--- config.mk ---
export PLATFORM = sky130hd
export DESIGN_NAME = drive_error_reporting
export DESIGN_NICKNAME = d
export VERILOG_FILES = /design/src/rtl/drive_err_pkg.sv /design/src/rtl/latch_if.sv /design/src/rtl/pin_sync.sv /design/src/rtl/latch_word.sv /design/src/rtl/drive_error_reporting.sv
export SDC_FILE = /design/constraint.sdc
export NUM_CORES = 1
export LEC_CHECK = 0
export BUFFER_PORTS_ARGS = -buffer_cell sky130_fd_sc_hd__buf_2
export CAP_MARGIN = 20
export CORE_MARGIN = 4
export CORE_UTILIZATION = 47
export CTS_CLUSTER_DIAMETER = 40
export DETAILED_ROUTE_END_ITERATION = 16
export PLACE_DENSITY_LB_ADDON = 0.2
export SLEW_MARGIN = 0
export SYNTH_ARGS = -nofsm -noshare
export SYNTH_HDL_FRONTEND = slang
export SYNTH_SLANG_ARGS = --single-unit
--- constraint.sdc ---
create_clock -name clk -period 2.5 [get_ports clk]
set_input_delay 0.25 -clock clk [delete_from_list [all_inputs] [get_ports clk]]
set_output_delay 0.25 -clock clk [all_outputs]
set_load 0.05 [all_outputs]
--- src/rtl/drive_err_pkg.sv ---
// Purpose: Shared constants and types for the drive error reporting block.
// Assumes: One 100 MHz clock; all codes are 16-bit diagnostic codes.
// Notes:   Bit positions index the 32-bit warning and fault latch words.
package drive_err_pkg;

	localparam int CODE_W  = 16;
	localparam int CLASS_W = 3;
	localparam int WORD_W  = 32;
	localparam int BIT_W   = 5;

	// Diagnostic codes.
	localparam logic [CODE_W-1:0] CODE_NONE        = 16'h0000;
	localparam logic [CODE_W-1:0] CODE_ENCODER     = 16'h7329;
	localparam logic [CODE_W-1:0] CODE_ABS_POS     = 16'h7338;
	localparam logic [CODE_W-1:0] CODE_RX_OVERFLOW = 16'h7500;
	localparam logic [CODE_W-1:0] CODE_RX_FRAMING  = 16'h7501;
	localparam logic [CODE_W-1:0] CODE_RX_PARITY   = 16'h7502;
	localparam logic [CODE_W-1:0] CODE_RX_GENERAL  = 16'h7503;
	localparam logic [CODE_W-1:0] CODE_HALT_DECEL  = 16'ha300;
	localparam logic [CODE_W-1:0] CODE_QSTOP       = 16'ha301;
	localparam logic [CODE_W-1:0] CODE_LIMIT_POS   = 16'ha302;
	localparam logic [CODE_W-1:0] CODE_LIMIT_NEG   = 16'ha303;
	localparam logic [CODE_W-1:0] CODE_NOT_READY   = 16'ha305;
	localparam logic [CODE_W-1:0] CODE_SW_STOP     = 16'ha306;
	localparam logic [CODE_W-1:0] CODE_INT_STOP    = 16'ha307;
	localparam logic [CODE_W-1:0] CODE_FAULT_STATE = 16'ha308;

	// Error classes.
	localparam logic [CLASS_W-1:0] CLASS_0 = 3'h0;
	localparam logic [CLASS_W-1:0] CLASS_1 = 3'h1;

	// Warning latch word bit positions.
	localparam logic [BIT_W-1:0] WARN_BIT_ENCODER = 5'h08;
	localparam logic [BIT_W-1:0] WARN_BIT_MODBUS  = 5'h09;
	localparam logic [BIT_W-1:0] WARN_BIT_ABS_POS = 5'h0d;

	// Fault latch word bit positions.
	localparam logic [BIT_W-1:0] FAULT_BIT_LIMIT   = 5'h01;
	localparam logic [BIT_W-1:0] FAULT_BIT_SW_STOP = 5'h03;

	localparam logic [WORD_W-1:0] WORD_ZERO = 32'h0000_0000;

	// Number of pin-level condition inputs that are synchronised.
	localparam int PIN_N = 11;

	typedef enum logic [1:0]
	{
		CMD_ENABLE,
		CMD_MODE,
		CMD_DISABLE,
		CMD_OTHER
	} cmd_t;

	typedef enum
	{
		ST_NOT_READY,
		ST_READY,
		ST_ENABLED,
		ST_QSTOP,
		ST_FAULT_REACTION,
		ST_FAULT
	} drive_state_t;

	function automatic logic [WORD_W-1:0] bit_mask(input logic [BIT_W-1:0] pos);
		bit_mask = WORD_ZERO;
		bit_mask[pos] = 1'b1;
	endfunction

endpackage

--- src/rtl/latch_if.sv ---
// Purpose: Carrier between the reporting top and a sticky latch word.
// Assumes: Single clock domain.
// Notes:   set_mask wins over clr in the owner.
`timescale 1ns/1ps
interface latch_if;
	import drive_err_pkg::*;
	logic [WORD_W-1:0] set_mask;
	logic              clr;
	logic [WORD_W-1:0] word;
	modport owner (input set_mask, input clr, output word);
	modport user  (output set_mask, output clr, input word);
endinterface

--- src/rtl/pin_sync.sv ---
// Purpose: Two-flop synchroniser for a group of asynchronous levels.
// Assumes: Inputs are quasi-static relative to clk.
// Notes:   The first stage feeds only the second stage.
`timescale 1ns/1ps
module pin_sync
#(
	parameter int N = 1
)
(
	// Clock and reset
	input  wire logic         clk,
	input  wire logic         rst_n,
	// Levels
	input  wire logic [N-1:0] async_in,
	output logic      [N-1:0] sync_out
);
	logic [N-1:0] meta_reg;

	always_ff @(posedge clk or negedge rst_n)
	begin
		if (!rst_n)
		begin
			meta_reg <= '0;
			sync_out <= '0;
		end
		else
		begin
			meta_reg <= async_in;
			sync_out <= meta_reg;
		end
	end
endmodule

--- src/rtl/latch_word.sv ---
// Purpose: Sticky 32-bit latch word, set by events and cleared by fault reset.
// Assumes: Single clock domain.
// Notes:   A bit set in the clearing cycle stays set, so no event is lost.
`timescale 1ns/1ps
module latch_word
	import drive_err_pkg::*;
(
	// Clock and reset
	input  wire logic clk,
	input  wire logic rst_n,
	// Latch access
	latch_if.owner    lw
);
	logic [WORD_W-1:0] word_reg;
	logic [WORD_W-1:0] word_next;

	assign word_next = (lw.clr ? WORD_ZERO : word_reg) | lw.set_mask;
	assign lw.word   = word_reg;

	always_ff @(posedge clk or negedge rst_n)
	begin
		if (!rst_n)
			word_reg <= WORD_ZERO;
		else
			word_reg <= word_next;
	end
endmodule

--- src/rtl/drive_error_reporting.sv ---
// Purpose: Error detection, latching and command refusal of a motor drive.
// Assumes: Pin conditions are asynchronous; host strobes are on clk.
// Notes:   Responses come one cycle after the command strobe.
// Behaviour
// - Encoder error reports 7329, warning bit 8.
// - Unknown absolute position reports 7338, warning bit 13.
// - Modbus overflow reports 7500, warning bit 9.
// - Modbus framing fault reports 7501, warning bit 9.
// - Modbus parity fault reports 7502, warning bit 9.
// - Modbus receive fault reports 7503, warning bit 9.
// - Command during halt deceleration refused with A300.
// - Class-1 error forces quick stop, reports A301.
// - Positive limit stops, reports A302, fault bit 1.
// - Negative limit stops, reports A303, fault bit 1.
// - Enable in not-ready state refused with A305.
// - Host software stop: quick stop, A306, bit 3.
// - Mode activation after software stop answered A306.
// - Internal stop of homing/jog answers A307.
// - Mode activations refused by a software, internal or quick stop resume only after fault reset.
// - Class-2 error enters fault; refusals answer A308.
`timescale 1ns/1ps
module drive_error_reporting
	import drive_err_pkg::*;
(
	// Clock and reset
	input  wire logic                clk,
	input  wire logic                rst_n,
	// Asynchronous condition pins
	input  wire logic                encoder_err,
	input  wire logic                abs_pos_unknown,
	input  wire logic                rx_overflow,
	input  wire logic                rx_framing,
	input  wire logic                rx_parity,
	input  wire logic                rx_general,
	input  wire logic                limit_pos,
	input  wire logic                limit_neg,
	input  wire logic                halt_req,
	input  wire logic                standstill,
	input  wire logic                init_done,
	// Internal events on clk
	input  wire logic                class1_err,
	input  wire logic                class2_err,
	input  wire logic                int_sw_stop,
	input  wire logic                homing_jog_active,
	// Host requests on clk
	input  wire logic                cmd_valid,
	input  wire drive_err_pkg::cmd_t cmd_kind,
	input  wire logic                sw_stop_req,
	input  wire logic                fault_reset,
	// Command response
	output logic                     resp_valid,
	output logic                     resp_refused,
	output logic [drive_err_pkg::CODE_W-1:0]  resp_code,
	// Status
	output logic [drive_err_pkg::WORD_W-1:0]  warning_latch_word,
	output logic [drive_err_pkg::WORD_W-1:0]  fault_latch_word,
	output logic [drive_err_pkg::CODE_W-1:0]  last_code,
	output logic [drive_err_pkg::CLASS_W-1:0] last_class,
	output logic                     power_stage_on,
	output logic                     quick_stop_active,
	output logic                     fault_active,
	output logic                     motion_stop
);
	latch_if warn_lw ();
	latch_if fault_lw ();

	logic [PIN_N-1:0] pins_sync;
	logic [PIN_N-1:0] pins_prev_reg;
	logic [PIN_N-1:0] pins_rise;

	drive_state_t state_reg;
	drive_state_t state_next;

	logic              sw_stop_reg;
	logic              int_stop_reg;
	logic              halt_seen_reg;
	logic              resp_valid_reg;
	logic              resp_refused_reg;
	logic [CODE_W-1:0] resp_code_reg;
	logic [CODE_W-1:0] last_code_reg;
	logic [CLASS_W-1:0] last_class_reg;

	pin_sync #(.N(PIN_N)) u_sync
	(
		.clk      (clk),
		.rst_n    (rst_n),
		.async_in ({init_done, standstill, halt_req, limit_neg, limit_pos,
		            rx_general, rx_parity, rx_framing, rx_overflow,
		            abs_pos_unknown, encoder_err}),
		.sync_out (pins_sync)
	);

	latch_word u_warn
	(
		.clk   (clk),
		.rst_n (rst_n),
		.lw    (warn_lw.owner)
	);

	latch_word u_fault
	(
		.clk   (clk),
		.rst_n (rst_n),
		.lw    (fault_lw.owner)
	);

	// Named views of the synchronised levels.
	wire s_encoder   = pins_sync[0];
	wire s_abs_pos   = pins_sync[1];
	wire s_overflow  = pins_sync[2];
	wire s_framing   = pins_sync[3];
	wire s_parity    = pins_sync[4];
	wire s_rx_gen    = pins_sync[5];
	wire s_lim_pos   = pins_sync[6];
	wire s_lim_neg   = pins_sync[7];
	wire s_halt      = pins_sync[8];
	wire s_still     = pins_sync[9];
	wire s_init_done = pins_sync[10];

	assign pins_rise = pins_sync & ~pins_prev_reg;

	wire modbus_any = s_overflow | s_framing | s_parity | s_rx_gen;

	// Latch words are set at level so a condition still present after a
	// fault reset is latched again immediately.
	assign warn_lw.set_mask = (s_encoder  ? bit_mask(WARN_BIT_ENCODER) : WORD_ZERO)
	                        | (s_abs_pos  ? bit_mask(WARN_BIT_ABS_POS) : WORD_ZERO)
	                        | (modbus_any ? bit_mask(WARN_BIT_MODBUS)  : WORD_ZERO);
	assign warn_lw.clr      = fault_reset;

	wire sw_stop_event = sw_stop_req;
	assign fault_lw.set_mask = ((s_lim_pos | s_lim_neg) ? bit_mask(FAULT_BIT_LIMIT)  : WORD_ZERO)
	                         | (sw_stop_event ? bit_mask(FAULT_BIT_SW_STOP) : WORD_ZERO);
	assign fault_lw.clr      = fault_reset;

	// Refusal decode, highest priority first.
	wire is_mode     = cmd_kind == CMD_MODE;
	wire is_enable   = cmd_kind == CMD_ENABLE;
	wire in_fault    = (state_reg == ST_FAULT) || (state_reg == ST_FAULT_REACTION);
	wire in_qstop    = state_reg == ST_QSTOP;
	wire halt_decel  = halt_seen_reg && !s_still;
	wire rej_fault   = in_fault;
	wire rej_sw      = is_mode && sw_stop_reg;
	wire rej_int     = is_mode && int_stop_reg;
	wire rej_qstop   = is_mode && in_qstop;
	wire rej_halt    = halt_decel;
	wire rej_notrdy  = is_enable && (state_reg == ST_NOT_READY);
	wire rej_any     = rej_fault | rej_sw | rej_int | rej_qstop | rej_halt | rej_notrdy;
	// A refused command must not move the state, so transitions only see accepted ones.
	wire cmd_ok      = cmd_valid && !rej_any;

	// Events that move the operating state.
	wire limit_event  = pins_rise[6] | pins_rise[7];
	wire class1_event = class1_err | limit_event | sw_stop_event;
	wire powered      = (state_reg == ST_ENABLED) || (state_reg == ST_QSTOP);

	always_comb
	begin
		state_next = state_reg;
		unique case (state_reg)
			ST_NOT_READY:
				if (s_init_done)
					state_next = ST_READY;
			ST_READY:
				if (cmd_ok && is_enable)
					state_next = ST_ENABLED;
			ST_ENABLED:
				if (cmd_ok && cmd_kind == CMD_DISABLE)
					state_next = ST_READY;
			ST_QSTOP:
				if (fault_reset)
					state_next = ST_ENABLED;
			ST_FAULT_REACTION:
				if (s_still)
					state_next = ST_FAULT;
			ST_FAULT:
				if (fault_reset)
					state_next = ST_READY;
		endcase
		// A class-1 event only forces quick stop from ST_ENABLED.
		if (class1_event && state_reg == ST_ENABLED)
			state_next = ST_QSTOP;
		if (class2_err && state_reg != ST_FAULT)
			state_next = ST_FAULT_REACTION;
	end

	wire [CODE_W-1:0] rej_code =
		rej_fault  ? CODE_FAULT_STATE :
		rej_sw     ? CODE_SW_STOP     :
		rej_int    ? CODE_INT_STOP    :
		rej_qstop  ? CODE_QSTOP       :
		rej_halt   ? CODE_HALT_DECEL  :
		rej_notrdy ? CODE_NOT_READY   : CODE_NONE;

	// An internal stop only matters while homing or jog is moving; elsewhere
	// the motion logic handles it and no refusal is wanted.
	function automatic logic int_stop_event_w();
		int_stop_event_w = int_sw_stop && homing_jog_active;
	endfunction

	// Newest detected condition, highest priority first.
	// The four link faults share warning bit 9, so only the code tells them apart.
	wire [CODE_W-1:0] det_code =
		sw_stop_event        ? CODE_SW_STOP     :
		pins_rise[6]         ? CODE_LIMIT_POS   :
		pins_rise[7]         ? CODE_LIMIT_NEG   :
		class1_err           ? CODE_QSTOP       :
		int_stop_event_w()   ? CODE_INT_STOP    :
		pins_rise[0]         ? CODE_ENCODER     :
		pins_rise[1]         ? CODE_ABS_POS     :
		pins_rise[2]         ? CODE_RX_OVERFLOW :
		pins_rise[3]         ? CODE_RX_FRAMING  :
		pins_rise[4]         ? CODE_RX_PARITY   :
		pins_rise[5]         ? CODE_RX_GENERAL  : CODE_NONE;

	wire [CLASS_W-1:0] det_class =
		(sw_stop_event || pins_rise[6] || pins_rise[7]) ? CLASS_1 : CLASS_0;
	wire det_any = det_code != CODE_NONE;
	wire cmd_rej = cmd_valid && rej_any;

	always_ff @(posedge clk or negedge rst_n)
	begin
		if (!rst_n)
		begin
			state_reg     <= ST_NOT_READY;
			pins_prev_reg <= '0;
			halt_seen_reg <= 1'b0;
		end
		else
		begin
			state_reg     <= state_next;
			pins_prev_reg <= pins_sync;
			// Deceleration window opens at halt and closes at standstill.
			if (s_halt)
				halt_seen_reg <= 1'b1;
			else if (s_still)
				halt_seen_reg <= 1'b0;
		end
	end

	// Stop flags: the set wins over a fault reset in the same cycle.
	always_ff @(posedge clk or negedge rst_n)
	begin
		if (!rst_n)
		begin
			sw_stop_reg  <= 1'b0;
			int_stop_reg <= 1'b0;
		end
		else
		begin
			sw_stop_reg  <= sw_stop_event | (sw_stop_reg & ~fault_reset);
			int_stop_reg <= int_stop_event_w() | (int_stop_reg & ~fault_reset);
		end
	end

	always_ff @(posedge clk or negedge rst_n)
	begin
		if (!rst_n)
		begin
			resp_valid_reg   <= 1'b0;
			resp_refused_reg <= 1'b0;
			resp_code_reg    <= CODE_NONE;
		end
		else
		begin
			// Every command is answered, accepted or not, so the host can pair them.
			resp_valid_reg   <= cmd_valid;
			resp_refused_reg <= cmd_rej;
			resp_code_reg    <= cmd_rej ? rej_code : CODE_NONE;
		end
	end

	// Refusals are class 0 and become the most recent code unless a condition is detected in the same cycle.
	always_ff @(posedge clk or negedge rst_n)
	begin
		if (!rst_n)
		begin
			last_code_reg  <= CODE_NONE;
			last_class_reg <= CLASS_0;
		end
		else if (det_any)
		begin
			last_code_reg  <= det_code;
			last_class_reg <= det_class;
		end
		else if (cmd_rej)
		begin
			last_code_reg  <= rej_code;
			last_class_reg <= CLASS_0;
		end
	end

	assign resp_valid         = resp_valid_reg;
	assign resp_refused       = resp_refused_reg;
	assign resp_code          = resp_code_reg;
	assign warning_latch_word = warn_lw.word;
	assign fault_latch_word   = fault_lw.word;
	assign last_code          = last_code_reg;
	assign last_class         = last_class_reg;
	assign power_stage_on     = powered;
	assign quick_stop_active  = in_qstop;
	assign fault_active       = in_fault;
	// Limit switches stop motion as long as they are active.
	assign motion_stop        = in_qstop | in_fault | s_lim_pos | s_lim_neg;
endmodule

==> results of run 1 <==
[what timing repair did]
action | in CTS | in global routing
endpoints found under the hold margin | 22 | 1
hold buffers | 1 | 1
buffers inserted | 0 | 0
[logic make-up (layout without fill, tap and decap cells)]
| group | after synthesis | count (layout) | share of synthesized area (%) |
|---|---|---|---|
| DFF | 60 | 60 | 53.1 |
| other | 1 | 72 | 0.132 |
| buffers and inverters | 90 | 83 | 22.4 |
| AOI/OAI and AO/OA | 42 | 42 | 10.7 |
| muxes | 2 | 2 | 0.752 |
| and+or+nand+nor | 66 | 66 | 13.0 |
[worst max-delay path, delay by kind of cell, from the launching register on]
| family | cells | cell delay [ns] |
|---|---|---|
| simple gates | 2 | 0.74 |
| flops | 1 | 0.57 |
| buf+inv | 2 | 0.37 |
[final timing paths]
path                                     from                  to  slack, ns  cells past startpoint
setup reg to reg           u_sync.sync_out[2]        last_code[0]       0.41                      5
setup / recovery                 state_reg[1]         motion_stop       0.24                      4
min in group asynchronous               rst_n  u_sync.meta_reg[5]       0.45                      2
max in group asynchronous               rst_n    pins_prev_reg[1]       1.41                      3
hold / removal                     rx_general  u_sync.meta_reg[5]       0.03                      1
hold reg to reg            u_sync.meta_reg[1]  u_sync.sync_out[1]       0.35                      0
[power groups by stage]
stage,Combinational (uW),Sequential (uW),Clock (uW)
2_1_floorplan,720,1210,0
3_3_place_gp,826,1150,0
3_5_place_dp,833,1150,0
4_1_cts,837,1130,972
5_1_grt,888,1150,1020
6_report,835,1130,947
[routing by layer]
metal	vias up	part of all wire (%)
met2	75	48
li1	848	-
met3	10	8.8
met1	850	41
met5	-	0
met4	0	2.0
[cell type report]
cell class	count	share of cell area, %
flip-flops and latches	60	48.2
multi-input cells	182	30.8
repair buffers	58	9.80
clock buffers	9	3.97
clock inverters	7	3.13
well taps	75	3.01
inverters	9	1.08
[through the flow]
step,power [uW],cells,util (%),setup WS (ns),hold slack (ns)
6_report,2920,400,53.0,0.240,0.0256
5_1_grt,3060,400,53.0,0.0824,0.000981
4_1_cts,2940,399,52.8,0.223,0.0108
3_5_place_dp,1980,382,48.9,0.415,0.259
3_3_place_gp,1970,382,48.9,0.446,0.251
2_1_floorplan,1930,332,-,0.434,-0.0456
[cells in the final DEF, fill, tap and decap left out, types with 4 or more instances in the layout]
cell	instances
nor3_1	5
nor2b_1	10
buf_2	54
conb_1	72
clkbuf_8	9
inv_1	8
nand2_1	7
or3_1	4
o21ai_0	8
a21oi_1	13
dfrtp_1	60
nand3_1	4
nand2b_1	8
a21o_1	4
nor2_1	16
==> out/metrics.yaml, run 1 <==
outcome:
  status: "finished, final reports clean"
sta:
  max_slew_margin_pct: 64.2
  finalCritPeriodShare_pct: 90.4
  rsz0062_at_grt: "no"
  drv_slew: 0
  period_needed_ns: 2.26
  tightest_slew_ns: 0.535
  fin_skew_ns: 0.00538
  setup_viol: 0
  hold_viol_final: 0
  finalSetupTns_ns: 0
  fmax_mhz: 442
worst_setup_path:
  cp-end-kind: "output pin"
  cpMaxStageDelayCell: "dfrtp_1"
  startpoint_type: "flip-flop"
  max_stage_delay_ns: 0.57
  worstPathRequired_ns: 2.25
  crit_path_max_fanout: 15
  cp.arrival_ns: 2.01
  cp_cell_sequence: "nand2b_1 > inv_1 > or4_1 > buf_2"
  worstSetupPathType: "flip-flop to output pin"
logic_synthesis:
  yosysMostFrequentCell: "buf_4"
  ys_seq_area_share_pct: 53.1
  yosysTopAreaCell: "dfrtp_1"
  yosysWarningCount: 0
  avgSynthCellArea_um2: 10.8
  synth_edf_count: 0
  ys_top_cells_by_count: "buf_4 (77), dfrtp_1 (60), nor2_1 (16)"
  synthCells: 261
  synth_cell_types: 44
  ys_async_sr_fraction_pct: 100
  synth_area_um2: 2830
  ys_ff_latch: 60
  synth.area.top_cells: "dfrtp_1 (53%), buf_4 (20%), a21oi_1 (2.3%), nor2b_1 (2.2%), nor2_1 (2.1%)"
  synth_ff_type: "dfrtp_1"
  yosysTopAreaCellShare_pct: 53.1
placement:
  gp_congestion: 0.833
  placement.cell_area_um2: 2880
  placement.io_buffers: 54
  place_hpwl_um: 3820
cts:
  clk_pin_slew_ns: 0.07
  htreeDepth: 3
  cts_max_path_buffers: 2
  cts-resized-gates: 0
  tritoncts: "done"
  cts_buffers: 9
  root_buffer: "clkbuf_8"
  insertion_delay_ns: 0.32
  clock_sinks: 60
global_routing:
  grtUsageMet3_pct: 4.71
  met1_usage_pct: 17.7
  grt_pass1_vias: 1656
  grt_use_met2_pct: 20.6
  grt_pass1_wl_um: 7770
  antenna_found_initial: 0
  grt_max_degree: 25
  busiest_layer: "met2"
  grt.total_usage_pct: 13.7
  overflow: 0
finish:
  postLayoutCellArea_um2: 3120
  num-nets-final: 342
  multi_input_area_um2: 961
  fill_cells: 561
  seqCellArea_um2: 1500
  final_layout_size_suffix_gt1_share_pct: 24.3
  num_antenna_cells: 0
  syn_to_final_growth_pct: 10.1
power_and_ir_drop:
  power_density_nw_per_um2: 936
  peakVddDrop_uv: 493
  leakage_uw: 0.00156
  pwr-share-comb_pct: 28.6
  switchingPower_uw: 1130
  p_int_uw: 1790
  netSwitchingFraction_pct: 38.6
  clock_power_share_pct: 32.5
  power_frac_seq_pct: 38.9
floorplanning:
  ios: 127
  rows: 28
  die_h_um: 85.6
  die_w_um: 85.6
  die-area_um2: 7330
  start_util_pct: 48.1
  core_um2: 5890
detailed_routing:
  first_pass_iters: 4
  vias: 1783
  wl_per_cell_um: 12.4
  routed_via_density: 4.46
  ant_nets: 0
  wl_um: 4950
  drc: 0
  drtIter0Drc: 62
hold_path:
  min-delay-path-class: "input port to flip-flop"
job:
  drv_cap: 0
(Power assumes the default switching activity.)
==> run 2, diff against run 1 <==
==> constraint.sdc (replaced) <==
create_clock -name clk -period 2.3 [get_ports clk]
set_input_delay 0.23 -clock clk [delete_from_list [all_inputs] [get_ports clk]]
set_output_delay 0.23 -clock clk [all_outputs]
set_load 0.05 [all_outputs]
==> run 2 against run 1 <==
  * Worst hold slack improved by 0.063 ns
  * Clock skew rose by 0.0012 ns
  * Global-route usage fell by 0.13 points
  * Power rose by 1.1%
  * Non-clock buffer count rose by 9
  * Cell count rose by 2.3%
  * First-iteration DRC count rose by 94%
==> out/metrics.yaml, run 2 (synthesis results as in run 1) <==
finish:
  syn_to_final_growth_pct: 12.0
  num_antenna_cells: 0
  num-nets-final: 351
  final_cell_mix: "conb_1 (72), dfrtp_1 (59), buf_2 (54)"
  layout_commonest_cell: "conb_1"
  fill_cells: 572
  final_layout_size_suffix_gt1_share_pct: 23.4
cts:
  tritoncts: "done"
  clock_sinks: 60
  cts_max_path_buffers: 2
  htreeDepth: 3
  cts_buffers: 9
  cts_setup_buffers: 0
  root_buffer: "clkbuf_8"
  clk_pin_slew_ns: 0.06
  insertion_delay_ns: 0.33
detailed_routing:
  ant_nets: 0
  wl_um: 4870
  drtIter0Drc: 120
  routed_via_density: 4.46
  vias: 1825
  wl_per_cell_um: 11.9
  drc: 0
  first_pass_iters: 4
hold_path:
  whs_endpoint: "resp_valid"
  worstHoldStart: "cmd_valid"
  hold_depth: 1
  min-delay-path-class: "input port to flip-flop"
global_routing:
  grt.total_usage_pct: 13.5
  antenna_found_initial: 0
  grt_max_degree: 33
  grt_pass1_wl_um: 7630
  overflow: 0
  grt_pass1_vias: 1655
sta:
  tightest_slew_ns: 0.665
  fmax_mhz: 467
  max_slew_margin_pct: 55.7
  finalCritPeriodShare_pct: 93.0
  drv_slew: 0
  hold_viol_final: 0
  period_needed_ns: 2.14
  setup_viol: 0
  fin_ws_ns: 0.161
  finalSetupTns_ns: 0
  fin_skew_ns: 0.00657
  rsz0062_at_grt: "no"
power_and_ir_drop:
  power_frac_seq_pct: 41.8
  leakage_uw: 0.00159
  netSwitchingFraction_pct: 40.4
  switchingPower_uw: 1190
  power_density_nw_per_um2: 930
  pwr-share-comb_pct: 31.1
  clock_power_share_pct: 27.0
  p_int_uw: 1760
  peakVddDrop_uv: 494
placement:
  place_hpwl_um: 3700
  gp_congestion: 0.873
  placement.io_buffers: 54
  place_ws_ns: 0.192
floorplanning:
  core_um2: 5890
  die_h_um: 85.6
  start_util_pct: 48.1
  die_w_um: 85.6
  die-area_um2: 7330
  ios: 127
  rows: 28
job:
  drv_cap: 0
worst_setup_path:
  timing.rr.end: "last_code[0]"
  reg2regPathDepth: 5
  worstSetupPathType: "flip-flop to output pin"
  rrSetupSlack_ns: 0.19
  cp-end-kind: "output pin"
  worstPathRequired_ns: 2.07
  cp.arrival_ns: 1.91
  startpoint_type: "flip-flop"
  r2r-start: "u_sync.sync_out[3]"
  crit_path_max_fanout: 15
outcome:
  status: "finished, final reports clean"
## run 2: cell types whose count changed in the layout (fill, tap and decap cells not counted), sizes merged
cell	previous run	this run
dlygate4sd3	2	12
clkbuf	9	11
bufinv	2	0
clkinvlp	2	1
inv	11	9
clkinv	1	4
buf	56	55
## run 2: per-stage QoR
stage	power (uW)	hold WS, ns	util, %	instance area [um2]	std cells
finish	2950	0.0883	53.9	3170	409
global route	3110	0.0737	53.9	3170	409
CTS	2970	0.000834	53.7	3160	408
detailed placement	2150	0.302	48.9	2880	381
global placement	2150	0.300	48.9	2880	381
floorplan	2100	-0.0656	-	3100	332
## run 2: area by class of cell
type,count,area [um2],share of cell area [%]
sequential,60,1500,47.4
multi-input combinational,182,961,30.3
timing repair buffer,67,410,12.9
inverter,9,33.8,1.07
tap,75,93.8,2.96
clock inverter,5,27.5,0.868
clock buffer,11,141,4.46
## run 2: critical path: stages (launching register included)
cell,delay [ns]
dfrtp_2,0.48
nand2b_1,0.21
inv_1,0.15
or4_1,0.51
buf_2,0.23
## run 2: power by group through the flow
stage	sequential (uW)	clock [uW]	combinational (uW)
after global routing	1250	875	988
final	1230	797	918
after detailed placement	1250	0	900
after floorplan	1310	0	783
after global placement	1250	0	899
after CTS	1230	823	916
## run 2: worst max path at each step
| stage | from | endpoint | slack (ns) | depth (start not counted) |
|---|---|---|---|---|
| detailed placement | u_sync.sync_out[3] | last_code[0] | 0.19 | 5 |
| global placement | u_sync.sync_out[3] | last_code[0] | 0.24 | 5 |
| global route | state_reg[1] | motion_stop | 0.01 | 4 |
| CTS | state_reg[1] | motion_stop | 0.04 | 4 |
| floorplan | state_reg[0] | last_code[0] | 0.23 | 6 |
| finish | state_reg[1] | motion_stop | 0.16 | 4 |
## run 2: timing repair
item	4_1_cts	5_1_grt
resized for setup	0	1
endpoints found under the hold margin	38	1
setup endpoints to repair	0	1
hold buffers	11	1
## run 2: layer usage
metal	vias to the layer above	share of wire, %	global-route usage (%)
li1	867	-	-
met1	858	42	17.7
met2	84	45	18.9
met3	16	9.7	5.76
met4	0	3.3	7.63
met5	-	0	0
==> run 3, diff against run 2 <==
--- a/config.mk
+++ b/config.mk
@@ -5,8 +5,9 @@
 export SDC_FILE = /design/constraint.sdc
 export NUM_CORES = 1
 export LEC_CHECK = 0
+export ABC_AREA = 1
 export BUFFER_PORTS_ARGS = -buffer_cell sky130_fd_sc_hd__buf_2
-export CAP_MARGIN = 20
+export CORE_ASPECT_RATIO = 1.4
 export CORE_MARGIN = 4
 export CORE_UTILIZATION = 47
 export CTS_CLUSTER_DIAMETER = 40
==> run 3 against run 2 <==
  * Flip-flop and latch count stayed put
  * First-iteration DRC count is 40% lower
  * Clock skew is 0.00079 ns lower
  * Register-to-register slack better by 0.48 ns
  * Die area is 0.16% higher
  * Non-clock buffer count is 1 higher
  * Critical path depth is 1 higher
==> out/metrics.yaml, run 3 <==
worst_setup_path:
  crit_family: "flip-flops"
  rrSetupSlack_ns: 0.67
  cp-end-kind: "output pin"
  worstPathRequired_ns: 2.07
  cp_cell_sequence: "nand2_1 > nor2_2 > inv_1 > nand4_1 > buf_2"
  max_stage_delay_ns: 0.43
  cpMaxStageDelayCell: "dfrtp_1"
  cp.arrival_ns: 1.49
  startpoint_type: "flip-flop"
  crit_path_max_fanout: 6
  worstSetupPathType: "flip-flop to output pin"
  crit_buf_inv: 2
floorplanning:
  rows: 33
  start_util_pct: 48.2
  die_w_um: 73.6
  die-area_um2: 7340
  core_um2: 5860
  ios: 127
  die_h_um: 99.8
cts:
  htreeDepth: 3
  cts_max_path_buffers: 2
  clock_sinks: 60
  insertion_delay_ns: 0.33
  cts_buffers: 9
  cts-resized-gates: 0
  root_buffer: "clkbuf_8"
  tritoncts: "done"
  cts_setup_buffers: 0
  clk_pin_slew_ns: 0.06
  cts_hold_buf: 12
sta:
  tightest_slew_ns: 0.695
  period_needed_ns: 1.72
  fin_skew_ns: 0.00578
  hold_viol_final: 0
  finalSetupTns_ns: 0
  finalCritPeriodShare_pct: 74.6
  max_slew_margin_pct: 53.6
  setup_viol: 0
  drv_slew: 0
  rsz0062_at_grt: "no"
  fmax_mhz: 583
global_routing:
  antenna_found_initial: 0
  grt.total_usage_pct: 14.2
  overflow: 0
  grt_pass1_vias: 1784
  grt_max_degree: 34
  grt_pass1_wl_um: 7780
logic_synthesis:
  ys_top_cells_by_count: "buf_4 (77), dfrtp_1 (60), nand2_1 (50)"
  yosysTopAreaCellShare_pct: 53.1
  synthCells: 297
  ys_ff_latch: 60
  synth_ff_type: "dfrtp_1"
  avgSynthCellArea_um2: 9.52
  synth_edf_count: 0
  yosysWarningCount: 0
  synth.area.top_cells: "dfrtp_1 (53%), buf_4 (20%), nand2_1 (6.6%), inv_1 (3.8%), nand3_1 (3.2%)"
  synth_area_um2: 2830
  synth_cell_types: 30
  ys_async_sr_fraction_pct: 100
  yosysTopAreaCell: "dfrtp_1"
  ys_seq_area_share_pct: 53.1
  yosysMostFrequentCell: "buf_4"
placement:
  place_hpwl_um: 3850
  placement.cell_area_um2: 2890
  placement.io_buffers: 54
  gp_congestion: 0.919
finish:
  postLayoutCellArea_um2: 3220
  final_layout_size_suffix_gt1_share_pct: 23.3
  num_antenna_cells: 0
  final_cell_mix: "conb_1 (72), dfrtp_1 (60), buf_2 (54)"
  fill_cells: 558
  syn_to_final_growth_pct: 13.8
  layout_commonest_cell: "conb_1"
  num-nets-final: 392
power_and_ir_drop:
  netSwitchingFraction_pct: 37.4
  switchingPower_uw: 1140
  leakage_uw: 0.00176
  power_frac_seq_pct: 39.2
  p_total_uw: 3050
  clock_power_share_pct: 31.7
  power_density_nw_per_um2: 948
  peakVddDrop_uv: 441
  p_int_uw: 1910
  pwr-share-comb_pct: 29.1
detailed_routing:
  vias: 1921
  drtIter0Drc: 72
  ant_nets: 0
  wl_um: 4980
  routed_via_density: 4.34
  drc: 0
  wl_per_cell_um: 11.2
  first_pass_iters: 4
outcome:
  status: "finished, final reports clean"
hold_path:
  min-delay-path-class: "input port to flip-flop"
job:
  drv_cap: 0
==> run 3: changes by cell type after synthesis, sizes merged, moves of 4 or more <==
cell	previous run	this run
inv	9	33
nand3	4	19
nand2b	8	0
nand2	7	55
or3	4	0
nor2b	11	0
a21oi	13	5
or2	0	4
==> run 3: path summary, 6_finish.rpt <==
path                               startpoint                 end  depth (start not counted)
min in group asynchronous               rst_n  u_sync.meta_reg[1]                          2
max reg2reg                u_sync.sync_out[6]       last_code[13]                          8
min reg2reg                u_sync.meta_reg[4]  u_sync.sync_out[4]                          0
max in group asynchronous               rst_n  u_sync.sync_out[3]                          3
max                              state_reg[1]         motion_stop                          5
min                                 cmd_valid          resp_valid                          1
==> run 3: stage by stage <==
stage	hold WS, ns	cells	setup slack (ns)	util (%)
after floorplan	-0.0656	368	0.535	-
after global placement	0.310	417	0.707	49.3
after detailed placement	0.323	417	0.666	49.3
after CTS	0.0656	443	0.551	54.9
after global routing	0.0659	443	0.503	54.9
final	0.0842	443	0.585	54.9
==> run 3: per-layer routing <==
metal,GRT usage (%),up-vias,wire length [um]
met2,22.6,104,2570
met4,8.65,0,137
met3,4.41,10,534
met5,0,-,0
met1,16.5,883,1730
li1,-,924,-
==> run 3: final cells by class <==
cell class	count	area [um2]	share of cell area, %
repair buffers	68	405	12.6
well taps	70	87.6	2.72
inverters	33	124	3.85
multi-input cells	198	891	27.7
clock buffers	13	179	5.56
flip-flops and latches	60	1500	46.7
clock inverters	1	30.0	0.933
==> run 3: cell families (layout without fill, tap and decap cells) <==
logic type	count (synthesis)	after routing	synth area share [%]
other	1	72	0.133
buffers and inverters	110	115	24.8
DFF	60	60	53.1
and+or+nand+nor	105	105	17.6
AOI/OAI and AO/OA	21	21	4.38
==> run 3: power groups by stage <==
stage / sequential, uW / clock, uW / combinational (uW)
3_3_place_gp: 1210 / 0 / 865
6_report: 1200 / 968 / 888
3_5_place_dp: 1210 / 0 / 873
2_1_floorplan: 1320 / 0 / 704
5_1_grt: 1200 / 1060 / 952
4_1_cts: 1200 / 1010 / 890
==> run 3: worst register-to-register path: stages (launching register included) <==
cell	delay [ns]
dfrtp_1	0.38
inv_1	0.09
or2_2	0.14
nand3_2	0.10
nor2_1	0.11
nand3_1	0.21
nor2_8	0.23
inv_2	0.06
or2_1	0.20
